### src/shared/iorb_params.svh
// Offsets, widths and wait counts for the ROM and I/O bus controller
`ifndef IORB_PARAMS_SVH
`define IORB_PARAMS_SVH

// ----------------------------------------------------------------------
// Peripheral bus shape
// ----------------------------------------------------------------------
`define IORB_PER_ADDR_W 14
`define IORB_PER_DATA_W 16
`define IORB_CPU_ADDR_W 32
`define IORB_PER_ADDR_LSB 1
`define IORB_ROM_SEL_LSB 29
`define IORB_SER_SEL_BIT 6

// ----------------------------------------------------------------------
// Wait states, in half-rate clock periods
// ----------------------------------------------------------------------
`define IORB_WAIT_W 4
`define IORB_WAIT_ROM 4'h4
`define IORB_WAIT_INTC 4'h2
`define IORB_WAIT_SER_RD 4'h6
`define IORB_WAIT_SER_WR 4'hE

// ----------------------------------------------------------------------
// Reset values
// ----------------------------------------------------------------------
`define IORB_RST_STROBE_N 1'h1
`define IORB_RST_HALF_CLK 1'h0

`endif

### src/shared/iorb_pkg.sv
// Types shared by the ROM and I/O bus controller
`default_nettype none
package iorb_pkg;
  typedef enum logic [2:0] {
    ST_IDLE,
    ST_ACCESS,
    ST_WAIT,
    ST_DONE,
    ST_RECOVER
  } iorb_state_t;

  typedef enum logic [1:0] {
    DEV_NONE,
    DEV_ROM,
    DEV_INTC,
    DEV_SER
  } iorb_dev_t;
endpackage
`default_nettype wire

### src/hdl/iorb_ctrl.sv
// ROM and I/O peripheral bus controller behind the processor local bus
//
// Contract
// [RULE1] Peripheral side has separate 14-bit address and 16-bit data buses.
// [RULE2] State machine advances only on the inverted half-rate clock.
// [RULE3] Address strobe passes two half-rate flip-flops before use.
// [RULE4] Every output back to the processor is retimed to the core clock.
// [RULE5] Outputs to ROMs and I/O devices go out without retiming.
// [RULE6] Transceiver enable deassertion is aligned to core clock by J-K flop.
// [RULE7] Sixteen-bit width indication is retimed through D flip-flops.
// [RULE8] Wait counts reach fourteen, enough for a serial controller write.
// [RULE9] Inverted half-rate clock is the core clock divided by two.
// [RULE10] Claimed cycles assert width sixteen; ready only after wait expires.
// [RULE11] Processor holds address, direction and write data until ready.
`include "iorb_params.svh"
`default_nettype none
module iorb_ctrl
  import iorb_pkg::*;
#(
  parameter logic [`IORB_WAIT_W-1:0] WAIT_ROM = `IORB_WAIT_ROM,
  parameter logic [`IORB_WAIT_W-1:0] WAIT_INTC = `IORB_WAIT_INTC,
  parameter logic [`IORB_WAIT_W-1:0] WAIT_SER_RD = `IORB_WAIT_SER_RD,
  parameter logic [`IORB_WAIT_W-1:0] WAIT_SER_WR = `IORB_WAIT_SER_WR
) (
  input wire logic i_core_clk,
  input wire logic i_rst_n,
  input wire logic i_address_strobe_n,
  input wire logic i_cpu_mem_io,
  input wire logic i_cpu_write,
  input wire logic [`IORB_CPU_ADDR_W-1:0] i_cpu_addr,
  input wire logic [`IORB_PER_DATA_W-1:0] i_cpu_wdata,
  output logic [`IORB_PER_DATA_W-1:0] o_cpu_rdata,
  output logic o_cpu_ready_n,
  output logic o_bus_width_sixteen_n,
  output logic o_transceiver_enable_n,
  output logic o_half_clk_n,
  output logic [`IORB_PER_ADDR_W-1:0] o_per_addr,
  output logic [`IORB_PER_DATA_W-1:0] o_per_wdata,
  output logic o_per_wdata_oe,
  input wire logic [`IORB_PER_DATA_W-1:0] i_per_rdata,
  output logic o_per_rd_n,
  output logic o_per_wr_n,
  output logic o_rom_cs_n,
  output logic o_intc_cs_n,
  output logic o_serial_cs_n
);
  localparam int AW = `IORB_PER_ADDR_W;
  localparam int DW = `IORB_PER_DATA_W;
  localparam int RQW = 1 + 1 + 1 + 3 + AW + DW;

  // ----------------------------------------------------------------------
  // Half-rate clock
  // ----------------------------------------------------------------------
  logic half_clk_n_q;
  logic tick;

  always_ff @(posedge i_core_clk or negedge i_rst_n) begin
    if (!i_rst_n) begin
      half_clk_n_q <= `IORB_RST_HALF_CLK;
    end else begin
      half_clk_n_q <= ~half_clk_n_q; // [RULE9]
    end
  end

  // Rising edge of the inverted half-rate clock is the next core edge
  assign tick = ~half_clk_n_q; // [RULE2]
  assign o_half_clk_n = half_clk_n_q;

  // ----------------------------------------------------------------------
  // Input synchronisers
  // ----------------------------------------------------------------------
  logic [RQW-1:0] rq_raw;
  logic [RQW-1:0] rq_sync;
  logic [DW-1:0] prd_sync;
  logic s_strobe_n;
  logic s_mio;
  logic s_wr;
  logic [2:0] s_ahi;
  logic [AW-1:0] s_addr;
  logic [DW-1:0] s_wdata;

  assign rq_raw = {i_address_strobe_n, i_cpu_mem_io, i_cpu_write,
                   i_cpu_addr[`IORB_CPU_ADDR_W-1:`IORB_ROM_SEL_LSB],
                   i_cpu_addr[AW:`IORB_PER_ADDR_LSB], i_cpu_wdata};

  // Strobe and the request fields it qualifies share the same latency
  iorb_sync2 #(
    .WIDTH(RQW),
    .RST_VAL({`IORB_RST_STROBE_N, {(RQW-1){1'b0}}})
  ) u_req_sync (
    .i_core_clk(i_core_clk),
    .i_rst_n(i_rst_n),
    .i_tick(tick),
    .i_async(rq_raw),
    .o_sync(rq_sync)
  ); // [RULE3]

  iorb_sync2 #(
    .WIDTH(DW),
    .RST_VAL({DW{1'b0}})
  ) u_rdata_sync (
    .i_core_clk(i_core_clk),
    .i_rst_n(i_rst_n),
    .i_tick(tick),
    .i_async(i_per_rdata),
    .o_sync(prd_sync)
  );

  assign {s_strobe_n, s_mio, s_wr, s_ahi, s_addr, s_wdata} = rq_sync;

  // ----------------------------------------------------------------------
  // Decode and wait count selection
  // ----------------------------------------------------------------------
  iorb_dev_t hit;
  logic [`IORB_WAIT_W-1:0] wait_load;
  iorb_state_t state_q;
  iorb_dev_t dev_q;
  logic wr_q;

  always_comb begin
    hit = DEV_NONE;
    if (s_mio && (&s_ahi)) begin
      hit = DEV_ROM;
    end else if (!s_mio) begin
      hit = s_addr[`IORB_SER_SEL_BIT-1] ? DEV_SER : DEV_INTC;
    end
  end

  always_comb begin
    unique case (dev_q)
      DEV_ROM: wait_load = WAIT_ROM;
      DEV_INTC: wait_load = WAIT_INTC;
      DEV_SER: wait_load = wr_q ? WAIT_SER_WR : WAIT_SER_RD; // [RULE8]
      default: wait_load = WAIT_ROM;
    endcase
  end

  // ----------------------------------------------------------------------
  // Cycle state machine
  // ----------------------------------------------------------------------
  logic [`IORB_WAIT_W-1:0] cnt_q;

  always_ff @(posedge i_core_clk or negedge i_rst_n) begin
    if (!i_rst_n) begin
      state_q <= ST_IDLE;
    end else if (tick) begin // [RULE2]
      unique case (state_q)
        ST_IDLE: begin
          if (!s_strobe_n && hit != DEV_NONE) begin // [RULE3]
            state_q <= ST_ACCESS;
          end
        end
        ST_ACCESS: state_q <= ST_WAIT;
        ST_WAIT: begin
          if (cnt_q == '0) begin // [RULE10]
            state_q <= ST_DONE;
          end
        end
        ST_DONE: state_q <= ST_RECOVER;
        // Strobe still low here would otherwise start a second cycle
        ST_RECOVER: begin
          if (s_strobe_n) begin
            state_q <= ST_IDLE;
          end
        end
        default: state_q <= ST_IDLE;
      endcase
    end
  end

  always_ff @(posedge i_core_clk or negedge i_rst_n) begin
    if (!i_rst_n) begin
      cnt_q <= '0;
    end else if (tick) begin
      if (state_q == ST_ACCESS) begin
        cnt_q <= wait_load; // [RULE8]
      end else if (state_q == ST_WAIT && cnt_q != '0) begin
        cnt_q <= cnt_q - 1'b1;
      end
    end
  end

  // ----------------------------------------------------------------------
  // Request capture and peripheral side
  // ----------------------------------------------------------------------
  logic [AW-1:0] paddr_q;
  logic [DW-1:0] pwdata_q;
  logic active;

  // Fields are stable while the strobe is held, so one capture suffices
  always_ff @(posedge i_core_clk or negedge i_rst_n) begin
    if (!i_rst_n) begin
      dev_q <= DEV_NONE;
      wr_q <= 1'b0;
      paddr_q <= '0;
      pwdata_q <= '0;
    end else if (tick && state_q == ST_IDLE) begin // [RULE11]
      dev_q <= hit;
      wr_q <= s_wr;
      paddr_q <= s_addr;
      pwdata_q <= s_wdata;
    end
  end

  assign active = (state_q == ST_ACCESS) || (state_q == ST_WAIT) ||
                  (state_q == ST_DONE);

  // Peripherals are asynchronous; drive them straight from the state
  assign o_per_addr = paddr_q; // [RULE1]
  assign o_per_wdata = pwdata_q; // [RULE1]
  assign o_per_wdata_oe = active && wr_q; // [RULE5]
  assign o_per_rd_n = !(active && !wr_q); // [RULE5]
  assign o_per_wr_n = !(state_q == ST_WAIT && wr_q); // [RULE5]
  assign o_rom_cs_n = !(active && dev_q == DEV_ROM); // [RULE5]
  assign o_intc_cs_n = !(active && dev_q == DEV_INTC); // [RULE5]
  assign o_serial_cs_n = !(active && dev_q == DEV_SER); // [RULE5]

  // ----------------------------------------------------------------------
  // Returns to the processor, retimed on the core clock
  // ----------------------------------------------------------------------
  logic bus_width_sixteen_n_n_q;
  logic den_n_q;
  logic ready_n_q;
  logic [DW-1:0] rdata_q;
  logic jk_j;
  logic jk_k;

  always_ff @(posedge i_core_clk or negedge i_rst_n) begin
    if (!i_rst_n) begin
      bus_width_sixteen_n_n_q <= 1'b1;
    end else begin
      bus_width_sixteen_n_n_q <= !active; // [RULE7] [RULE10]
    end
  end

  // J sets (deasserts) the enable, K clears it; release lands on a core edge
  assign jk_j = !active;
  assign jk_k = active;

  always_ff @(posedge i_core_clk or negedge i_rst_n) begin
    if (!i_rst_n) begin
      den_n_q <= 1'b1;
    end else begin
      den_n_q <= (jk_j && !den_n_q) || (!jk_k && den_n_q); // [RULE6]
    end
  end

  always_ff @(posedge i_core_clk or negedge i_rst_n) begin
    if (!i_rst_n) begin
      ready_n_q <= 1'b1;
    end else begin
      ready_n_q <= !(tick && state_q == ST_DONE); // [RULE4] [RULE10]
    end
  end

  always_ff @(posedge i_core_clk or negedge i_rst_n) begin
    if (!i_rst_n) begin
      rdata_q <= '0;
    end else if (tick && state_q == ST_DONE && !wr_q) begin
      rdata_q <= prd_sync; // [RULE4]
    end
  end

  assign o_bus_width_sixteen_n = bus_width_sixteen_n_n_q;
  assign o_transceiver_enable_n = den_n_q;
  assign o_cpu_ready_n = ready_n_q;
  assign o_cpu_rdata = rdata_q;

  // ----------------------------------------------------------------------
  // Checks
  // ----------------------------------------------------------------------
  logic [5:0] wait_cyc_q;

  always_ff @(posedge i_core_clk or negedge i_rst_n) begin
    if (!i_rst_n) begin
      wait_cyc_q <= '0;
    end else if (state_q == ST_WAIT) begin
      wait_cyc_q <= wait_cyc_q + 6'h1;
    end else begin
      wait_cyc_q <= '0;
    end
  end
endmodule
`default_nettype wire

### src/hdl/iorb_sync2.sv
// Two-stage synchroniser stepped on the half-rate clock phase
`default_nettype none
module iorb_sync2 #(
  parameter int WIDTH = 1,
  parameter logic [WIDTH-1:0] RST_VAL = '0
) (
  input wire logic i_core_clk,
  input wire logic i_rst_n,
  input wire logic i_tick,
  input wire logic [WIDTH-1:0] i_async,
  output logic [WIDTH-1:0] o_sync
);
  logic [WIDTH-1:0] meta_q;
  logic [WIDTH-1:0] sync_q;

  // Both stages move only on the inverted half-rate clock edge
  always_ff @(posedge i_core_clk or negedge i_rst_n) begin
    if (!i_rst_n) begin
      meta_q <= RST_VAL;
      sync_q <= RST_VAL;
    end else if (i_tick) begin
      meta_q <= i_async;
      sync_q <= meta_q;
    end
  end

  assign o_sync = sync_q;
endmodule
`default_nettype wire

### config.mk
export PLATFORM = sky130hd
export DESIGN_NAME = iorb_ctrl
export DESIGN_NICKNAME = d
export VERILOG_FILES = /design/src/shared/iorb_pkg.sv /design/src/hdl/iorb_ctrl.sv /design/src/hdl/iorb_sync2.sv
export VERILOG_INCLUDE_DIRS = /design/src /design/src/shared
export SDC_FILE = /design/constraint.sdc
export NUM_CORES = 1
export LEC_CHECK = 0
export BUFFER_PORTS_ARGS = -buffer_cell sky130_fd_sc_hd__buf_2
export CORE_ASPECT_RATIO = 0.5
export CORE_MARGIN = 3
export CORE_UTILIZATION = 54
export CTS_BUF_LIST = sky130_fd_sc_hd__clkbuf_2
export DETAILED_ROUTE_END_ITERATION = 8
export PLACE_DENSITY = 0.76
export SKIP_LAST_GASP = 1
export SYNTH_ARGS = -nofsm -noshare
export SYNTH_HDL_FRONTEND = slang
export SYNTH_SLANG_ARGS = --single-unit
export TNS_END_PERCENT = 100
### constraint.sdc
create_clock -name i_core_clk -period 3.3 [get_ports i_core_clk]
set_clock_uncertainty 0.05 [all_clocks]
set_input_delay 0 -clock i_core_clk [delete_from_list [all_inputs] [get_ports i_core_clk]]
set_output_delay 0 -clock i_core_clk [all_outputs]
set_load 0.005 [all_outputs]
# Word level (Yosys, flattened, before mapping)
# Index checks and enable logic that the tools add are counted.
dict set report word_totals {
  regBits 164
  mem_bits_ro 0
  output_inout_bits 56
  latchBits 0
  mem_count 0
  wordCells 73
  ramBits 0
  in_bits 69
}
dict set report op_classes {
  addsub 1
  shifts 0
  eq_ne 10
  n_div 0
  n_mux 11
  mul 0
  n_reduce_logical 35
  order_cmp 0
  bitwise 1
}
# op n
set op_table {}
lappend op_table {{$pmux 3 s5} 1}
lappend op_table {{$logic_and 1x1->1} 14}
lappend op_table {{$mux 4} 3}
lappend op_table {{$logic_not 1->1} 10}
lappend op_table {{$mux 3} 3}
lappend op_table {{$pmux 4 s2} 1}
lappend op_table {{$eq 3x2->1 const B} 2}
lappend op_table {{$eq 2x2->1 const B} 2}
lappend op_table {{$logic_not 4->1} 1}
lappend op_table {{$mux 2} 2}
lappend op_table {{$ne 2x2->1 const B} 2}
lappend op_table {{$reduce_and 4->1} 1}
lappend op_table {{$reduce_bool 2->1} 2}
lappend op_table {{$reduce_bool 4->1} 1}
lappend op_table {{$sub 4x1->4 const B} 1}
lappend op_table {{$eq 3x1->1 const B} 1}
lappend op_table {{$eq 3x3->1 const B} 1}
lappend op_table {{$logic_not 3->1} 1}
lappend op_table {{$logic_or 1x1->1} 3}
lappend op_table {{$reduce_and 3->1} 1}
lappend op_table {{$eq 2x1->1 const B} 1}
lappend op_table {{$ne 2x1->1 const B} 1}
lappend op_table {{$reduce_and 2->1} 1}
lappend op_table {{$mux 1} 1}
lappend op_table {{$not 1->1} 1}

# Depth between registers and ports, before layout
dict set report logic_depth {
  word_depth 7
  mapped_depth 5
  mapped_depth_nobuf 5
}

# Cells and area by module
# Synthesis repeated with hierarchy kept, for this count alone.
dict set report hier_totals {
  cells_unflattened 394
  hier_area_um2 6866.6
}
# module seq_area_each_um2 area_each_um2 instances cells_per_inst
set modules_own_cells {}
lappend modules_own_cells {{iorb_sync2 (u_req_sync)} 1804.2 3029.2 1 152}
lappend modules_own_cells {iorb_ctrl 1505.2 2492.4 1 174}
lappend modules_own_cells {{iorb_sync2 (u_rdata_sync)} 800.8 1345.0 1 68}

# Worst setup path after synthesis
# OpenSTA, ideal clock, no wires.
dict set report synth_path {
  path_kind {register to register}
  from {register half_clk_n_q, in the netlist o_half_clk_n}
  to {register paddr_q[0], in the netlist o_per_addr[0]}
  required_time_ps 3125
  path_buffers 2
  slack_ps 1610
  path_stages_with_launch 5
  arrival_ps 1515
  setup_time_ps 125
  period_less_slack_ps 1690
  path_cell_list {dfrtp_1 buf_2 nor4_4 buf_6 mux2_2}
}
dict set report synth_between {
  elab_chain_cells 2
}
# element line_no
set synth_lines {}
lappend synth_lines {{start, declared} iorb_ctrl.sv:54} ;# logic half_clk_n_q;
lappend synth_lines {{start signal, assigned} iorb_ctrl.sv:59} ;# half_clk_n_q <= `IORB_RST_HALF_CLK;
lappend synth_lines {{start signal, assigned} iorb_ctrl.sv:61} ;# half_clk_n_q <= ~half_clk_n_q;
lappend synth_lines {{$not 1->1 (no line)} n/a}
lappend synth_lines {{$logic_and 1x1->1} iorb_ctrl.sv:197} ;# end else if (tick && state_q == ST_IDLE) begin
lappend synth_lines {{end signal, assigned} iorb_ctrl.sv:200} ;# paddr_q <= s_addr;
lappend synth_lines {{end, declared} iorb_ctrl.sv:186} ;# logic [AW-1:0] paddr_q;
# Every way passes these cells.
# A chain may end at the register's enable or synchronous reset.

# Worst setup path in the final report
dict set report layout_path {
  from {register state_q[1]}
  to {output port o_intc_cs_n}
}
dict set report layout_between {
  elab_chain_cells 5
  elab_cells_between_ends 7
  cone_classes {eq/ne (3); reduce/logical (4)}
}
# element line_no
set layout_lines {}
lappend layout_lines {{start, declared} iorb_ctrl.sv:116} ;# iorb_state_t state_q;
lappend layout_lines {{start signal, assigned} iorb_ctrl.sv:145} ;# state_q <= ST_IDLE;
lappend layout_lines {{start signal, assigned} iorb_ctrl.sv:150} ;# state_q <= ST_ACCESS;
lappend layout_lines {{start signal, assigned} iorb_ctrl.sv:153} ;# ST_ACCESS: state_q <= ST_WAIT;
lappend layout_lines {{$eq 3x1->1 or $eq 3x2->1 (tied branches)} iorb_ctrl.sv:205} ;# assign active = (state_q == ST_ACCESS) || (state_q == ST_WAIT) ||
lappend layout_lines {{$logic_or 1x1->1} iorb_ctrl.sv:205}
lappend layout_lines {{$logic_or 1x1->1 *} iorb_ctrl.sv:205}
lappend layout_lines {{$logic_and 1x1->1 *} iorb_ctrl.sv:215} ;# assign o_intc_cs_n = !(active && dev_q == DEV_INTC);
lappend layout_lines {{$logic_not 1->1 *} iorb_ctrl.sv:215}
lappend layout_lines {{end, declared} iorb_ctrl.sv:44} ;# output logic o_intc_cs_n,
# Mark *: on every way between the ends. The rest lies on a longest branch, timed or not.

==> metrics <==
type of the worst setup path=flip-flop to primary output; DRT Wirelength=11400 um; Synth Cell Area=roughly 6300 um2; leading cell type in the layout, fill and taps excluded=sky130_fd_sc_hd__dfrtp_1; detailed-routed wire length on met3=449 um; commonest cells after routing, fill and taps aside=sky130_fd_sc_hd__dfrtp_1, sky130_fd_sc_hd__mux2_2, sky130_fd_sc_hd__buf_2; total core area=11200 um2; Sw Ratio=0.289; average wire per standard cell=14.7 um; insertion delay to the later sink of the worst-skew pair=0.67 ns; total negative slack for setup checks=0 ns; post-route setup slack=about 0.98 ns; Post-Synthesis Net Count=~460; CTS HTree Levels=4; Reg2Reg Depth=3; multiplexer share of the synthesized area=0.270; TritonCTS clock tree=built; Post-Place Worst Slack=1.23 ns; post-route fraction of the period consumed by the critical path=0.704; ratio of cells with drive above 1 in the final layout=0.495; number of warnings reported in the yosys synthesis log=0; max-slew violations=0; startpoint types=flip-flop; Rows=27; post-synthesis cell type with the largest combined area=sky130_fd_sc_hd__dfrtp_1; highest routed layer=met4; final hold viol count=0; width of the chip=approximately 160 um; Distinct cells, synth=41; classification of the worst-slack hold path=input port to flip-flop; total of flip-flops plus latches after synthesis=164; category of the worst setup path capture point=primary output; final weighted congestion in routability-driven placement=around 0.7; required time of the worst setup path=between 3 and 4 ns; Synth Area per Inst=roughly 16 um2; flop2flop setup slack=1.23 ns; initial detailed-routing violation count=214; max-capacitance violation count=0; setup repair after global routing missed its margin=no; remaining antenna violation count after routing=0; Top-Level Pins=125; initial antenna violation count=0; routed vias/inst=4.98; maximum number of pins on one net before global-route repair=98; number of buffers added on ports=109; Compound-Gate Fraction of Synth Area=0.0184; met2 wire length=5710 um; Seq pwr share=0.549; clock buffer depth=2; multi-input combinational cell area=~2100 um2; fill cell count=773; Static Leak=around 3.7 nW; maximum net fanout on the critical path=13; fin nets=675; share of the synthesized netlist area taken by xor and xnor gates=0; number of enable-type register cells in the synthesized netlist=0; die height=between 80 and 90 um; P per Cell Area=around 600 nW/um2; endpoint of the worst hold-timing path=u_req_sync.meta_q[1]$_DFFE_PN0N_; total net switching power=1.44 mW; final setup vio count=0; Synth top area share=0.628; critical path arrival=2.27 ns; main combinational cell family by area after synthesis=multiplexers; destination of the worst register-to-register timing path=o_per_wdata[11]$_DFFE_PN0P_; outcome=complete, no violations; transition time at the pin with the least slew margin=0.865 ns; TritonCTS Buffers=17; most used flip-flop cell after synthesis=sky130_fd_sc_hd__dfrtp_1; async set-or-reset flop fraction in the synthesized netlist=1.00; total die area=roughly 13000 um2; number of antenna diodes=0; Clk network pwr share=0.230; count of cells along the worst hold path=3; layout-stage area growth over the synthesis result=30.8%; vias in the first global route=just under 4000; post-synthesis sequential area ratio=0.649; synthesized-area fraction occupied by and/or/nand/nor cells=0.0367; utilization of the core after routing=0.739; Initial Util=0.565; highest ir drop seen on vdd=just under 0.4 mV; routed metal-1 wirelength=about 5200 um; startpoint of the tightest hold check path=i_cpu_wdata[1]; clock root buffer master=sky130_fd_sc_hd__clkbuf_2; cell-internal power=3.54 mW; proportion of power drawn by combinational gates=0.221; worst max-slew margin expressed relative to the limit=0.423; Reg area=4110 um2; detailed-router iteration count before antenna repair=5; routed vias=3870; HPWL after detailed placement=6570 um; post-synthesis cell count=392; Tot GR Track Use=0.184; clock transition at the registers of the reported paths=roughly 0.23 ns; Critical R2R Launch=o_half_clk_n$_DFF_PN0_; number of post-CTS setup repair buffers=0; overflow left after global routing=0; adder and majority cell fraction of the synthesized area=0.00198; Remaining DRCs=0; final worst path period need=roughly 2.3 ns; global-route wire length before repair=~19000 um; top cells by area, synth=sky130_fd_sc_hd__dfrtp_1, sky130_fd_sc_hd__mux2_2, sky130_fd_sc_hd__dfstp_2, sky130_fd_sc_hd__buf_2, sky130_fd_sc_hd__buf_6; CTS Sinks=about 160; highest clock rate=430 MHz
## power groups by stage
stage | logic (mW) | registers, mW | clock network [mW]
after global routing | 1.23 | 2.80 | 1.27
after floorplan | 0.529 | 2.73 | 0
after global placement | 0.986 | 2.76 | 0
final | 1.10 | 2.74 | 1.15
after detailed placement | 1.03 | 2.78 | 0
after CTS | 1.12 | 2.74 | 1.19
## cell families (layout without fill, tap and decap cells)
group / count (synthesis) / in the layout
AO/OA/AOI/OAI: 16 / 16
adder cells (fa/ha/maj): 1 / 1
buffers and inverters: 28 / 254
flip-flops: 164 / 164
multiplexers: 152 / 152
AND/OR/NAND/NOR: 31 / 31
## worst max-delay path by stage
stage,startpoint,endpoint,depth (start not counted)
3_5_place_dp,o_half_clk_n$_DFF_PN0_,o_cpu_rdata[2]$_DFFE_PN0P_,3
5_1_grt,state_q[1]$_DFFE_PN0P_,o_intc_cs_n,5
3_3_place_gp,o_half_clk_n$_DFF_PN0_,o_cpu_rdata[12]$_DFFE_PN0P_,3
2_1_floorplan,o_half_clk_n$_DFF_PN0_,o_per_addr[0]$_DFFE_PN0P_,4
6_report,state_q[1]$_DFFE_PN0P_,o_intc_cs_n,5
4_1_cts,state_q[1]$_DFFE_PN0P_,o_intc_cs_n,5
## state kept, by name, indices dropped and copies added (netlist names), 2 cells and up
signal	count
dev_q	2
u_req_sync.meta_q	36
o_per_addr	14
o_per_wdata	16
state_q	3
u_rdata_sync.o_sync	16
u_req_sync.o_sync	36
u_rdata_sync.meta_q	16
o_cpu_rdata	16
cnt_q	4
## layout make-up
type,instances,area share
flip-flops and latches,164,0.497
repair buffers,214,0.194
well taps,159,0.0240
multi-input cells,200,0.250
inverters,8,0.00362
clock inverters,14,0.0211
clock buffers,18,0.0109
## worst max-delay path, stage by stage (launching register included)
cell                      delay, ns
sky130_fd_sc_hd__dfrtp_1       0.71
sky130_fd_sc_hd__nor2_1        0.11
sky130_fd_sc_hd__nor2_1        0.26
sky130_fd_sc_hd__inv_1         0.09
sky130_fd_sc_hd__or3_1         0.30
sky130_fd_sc_hd__buf_2         0.13
## cell usage after synthesis (3+ instances only)
library cell              count
sky130_fd_sc_hd__buf_6        3
sky130_fd_sc_hd__dfstp_2      5
sky130_fd_sc_hd__nand3_1      3
sky130_fd_sc_hd__mux2_2     149
sky130_fd_sc_hd__buf_2       13
sky130_fd_sc_hd__nor2_1       7
sky130_fd_sc_hd__nand2_1      3
sky130_fd_sc_hd__inv_1        8
sky130_fd_sc_hd__dfrtp_1    159
sky130_fd_sc_hd__o21ai_0      3
## routing by layer
layer	vias up	track usage
met5	-	0
met4	0	0.0681
met3	13	0.0453
met2	77	0.320
met1	1957	0.230
li1	1823	-
## timing repair
item | CTS | global route
hold endpoints to repair | 212 | 0
resized for setup | 0 | 0
hold buffers | 101 | 0
## per-stage QoR
step	hold slack [ns]	power (mW)	cell area, um2	std cells
floorplan	-0.346	3.26	6330	392
global placement	0.102	3.74	7010	644
detailed placement	0.104	3.80	7010	644
CTS	0.00163	5.04	8290	777
global route	0.00384	5.30	8290	777
finish	0.0696	4.99	8290	777
Power figures use the tool's default switching activity.
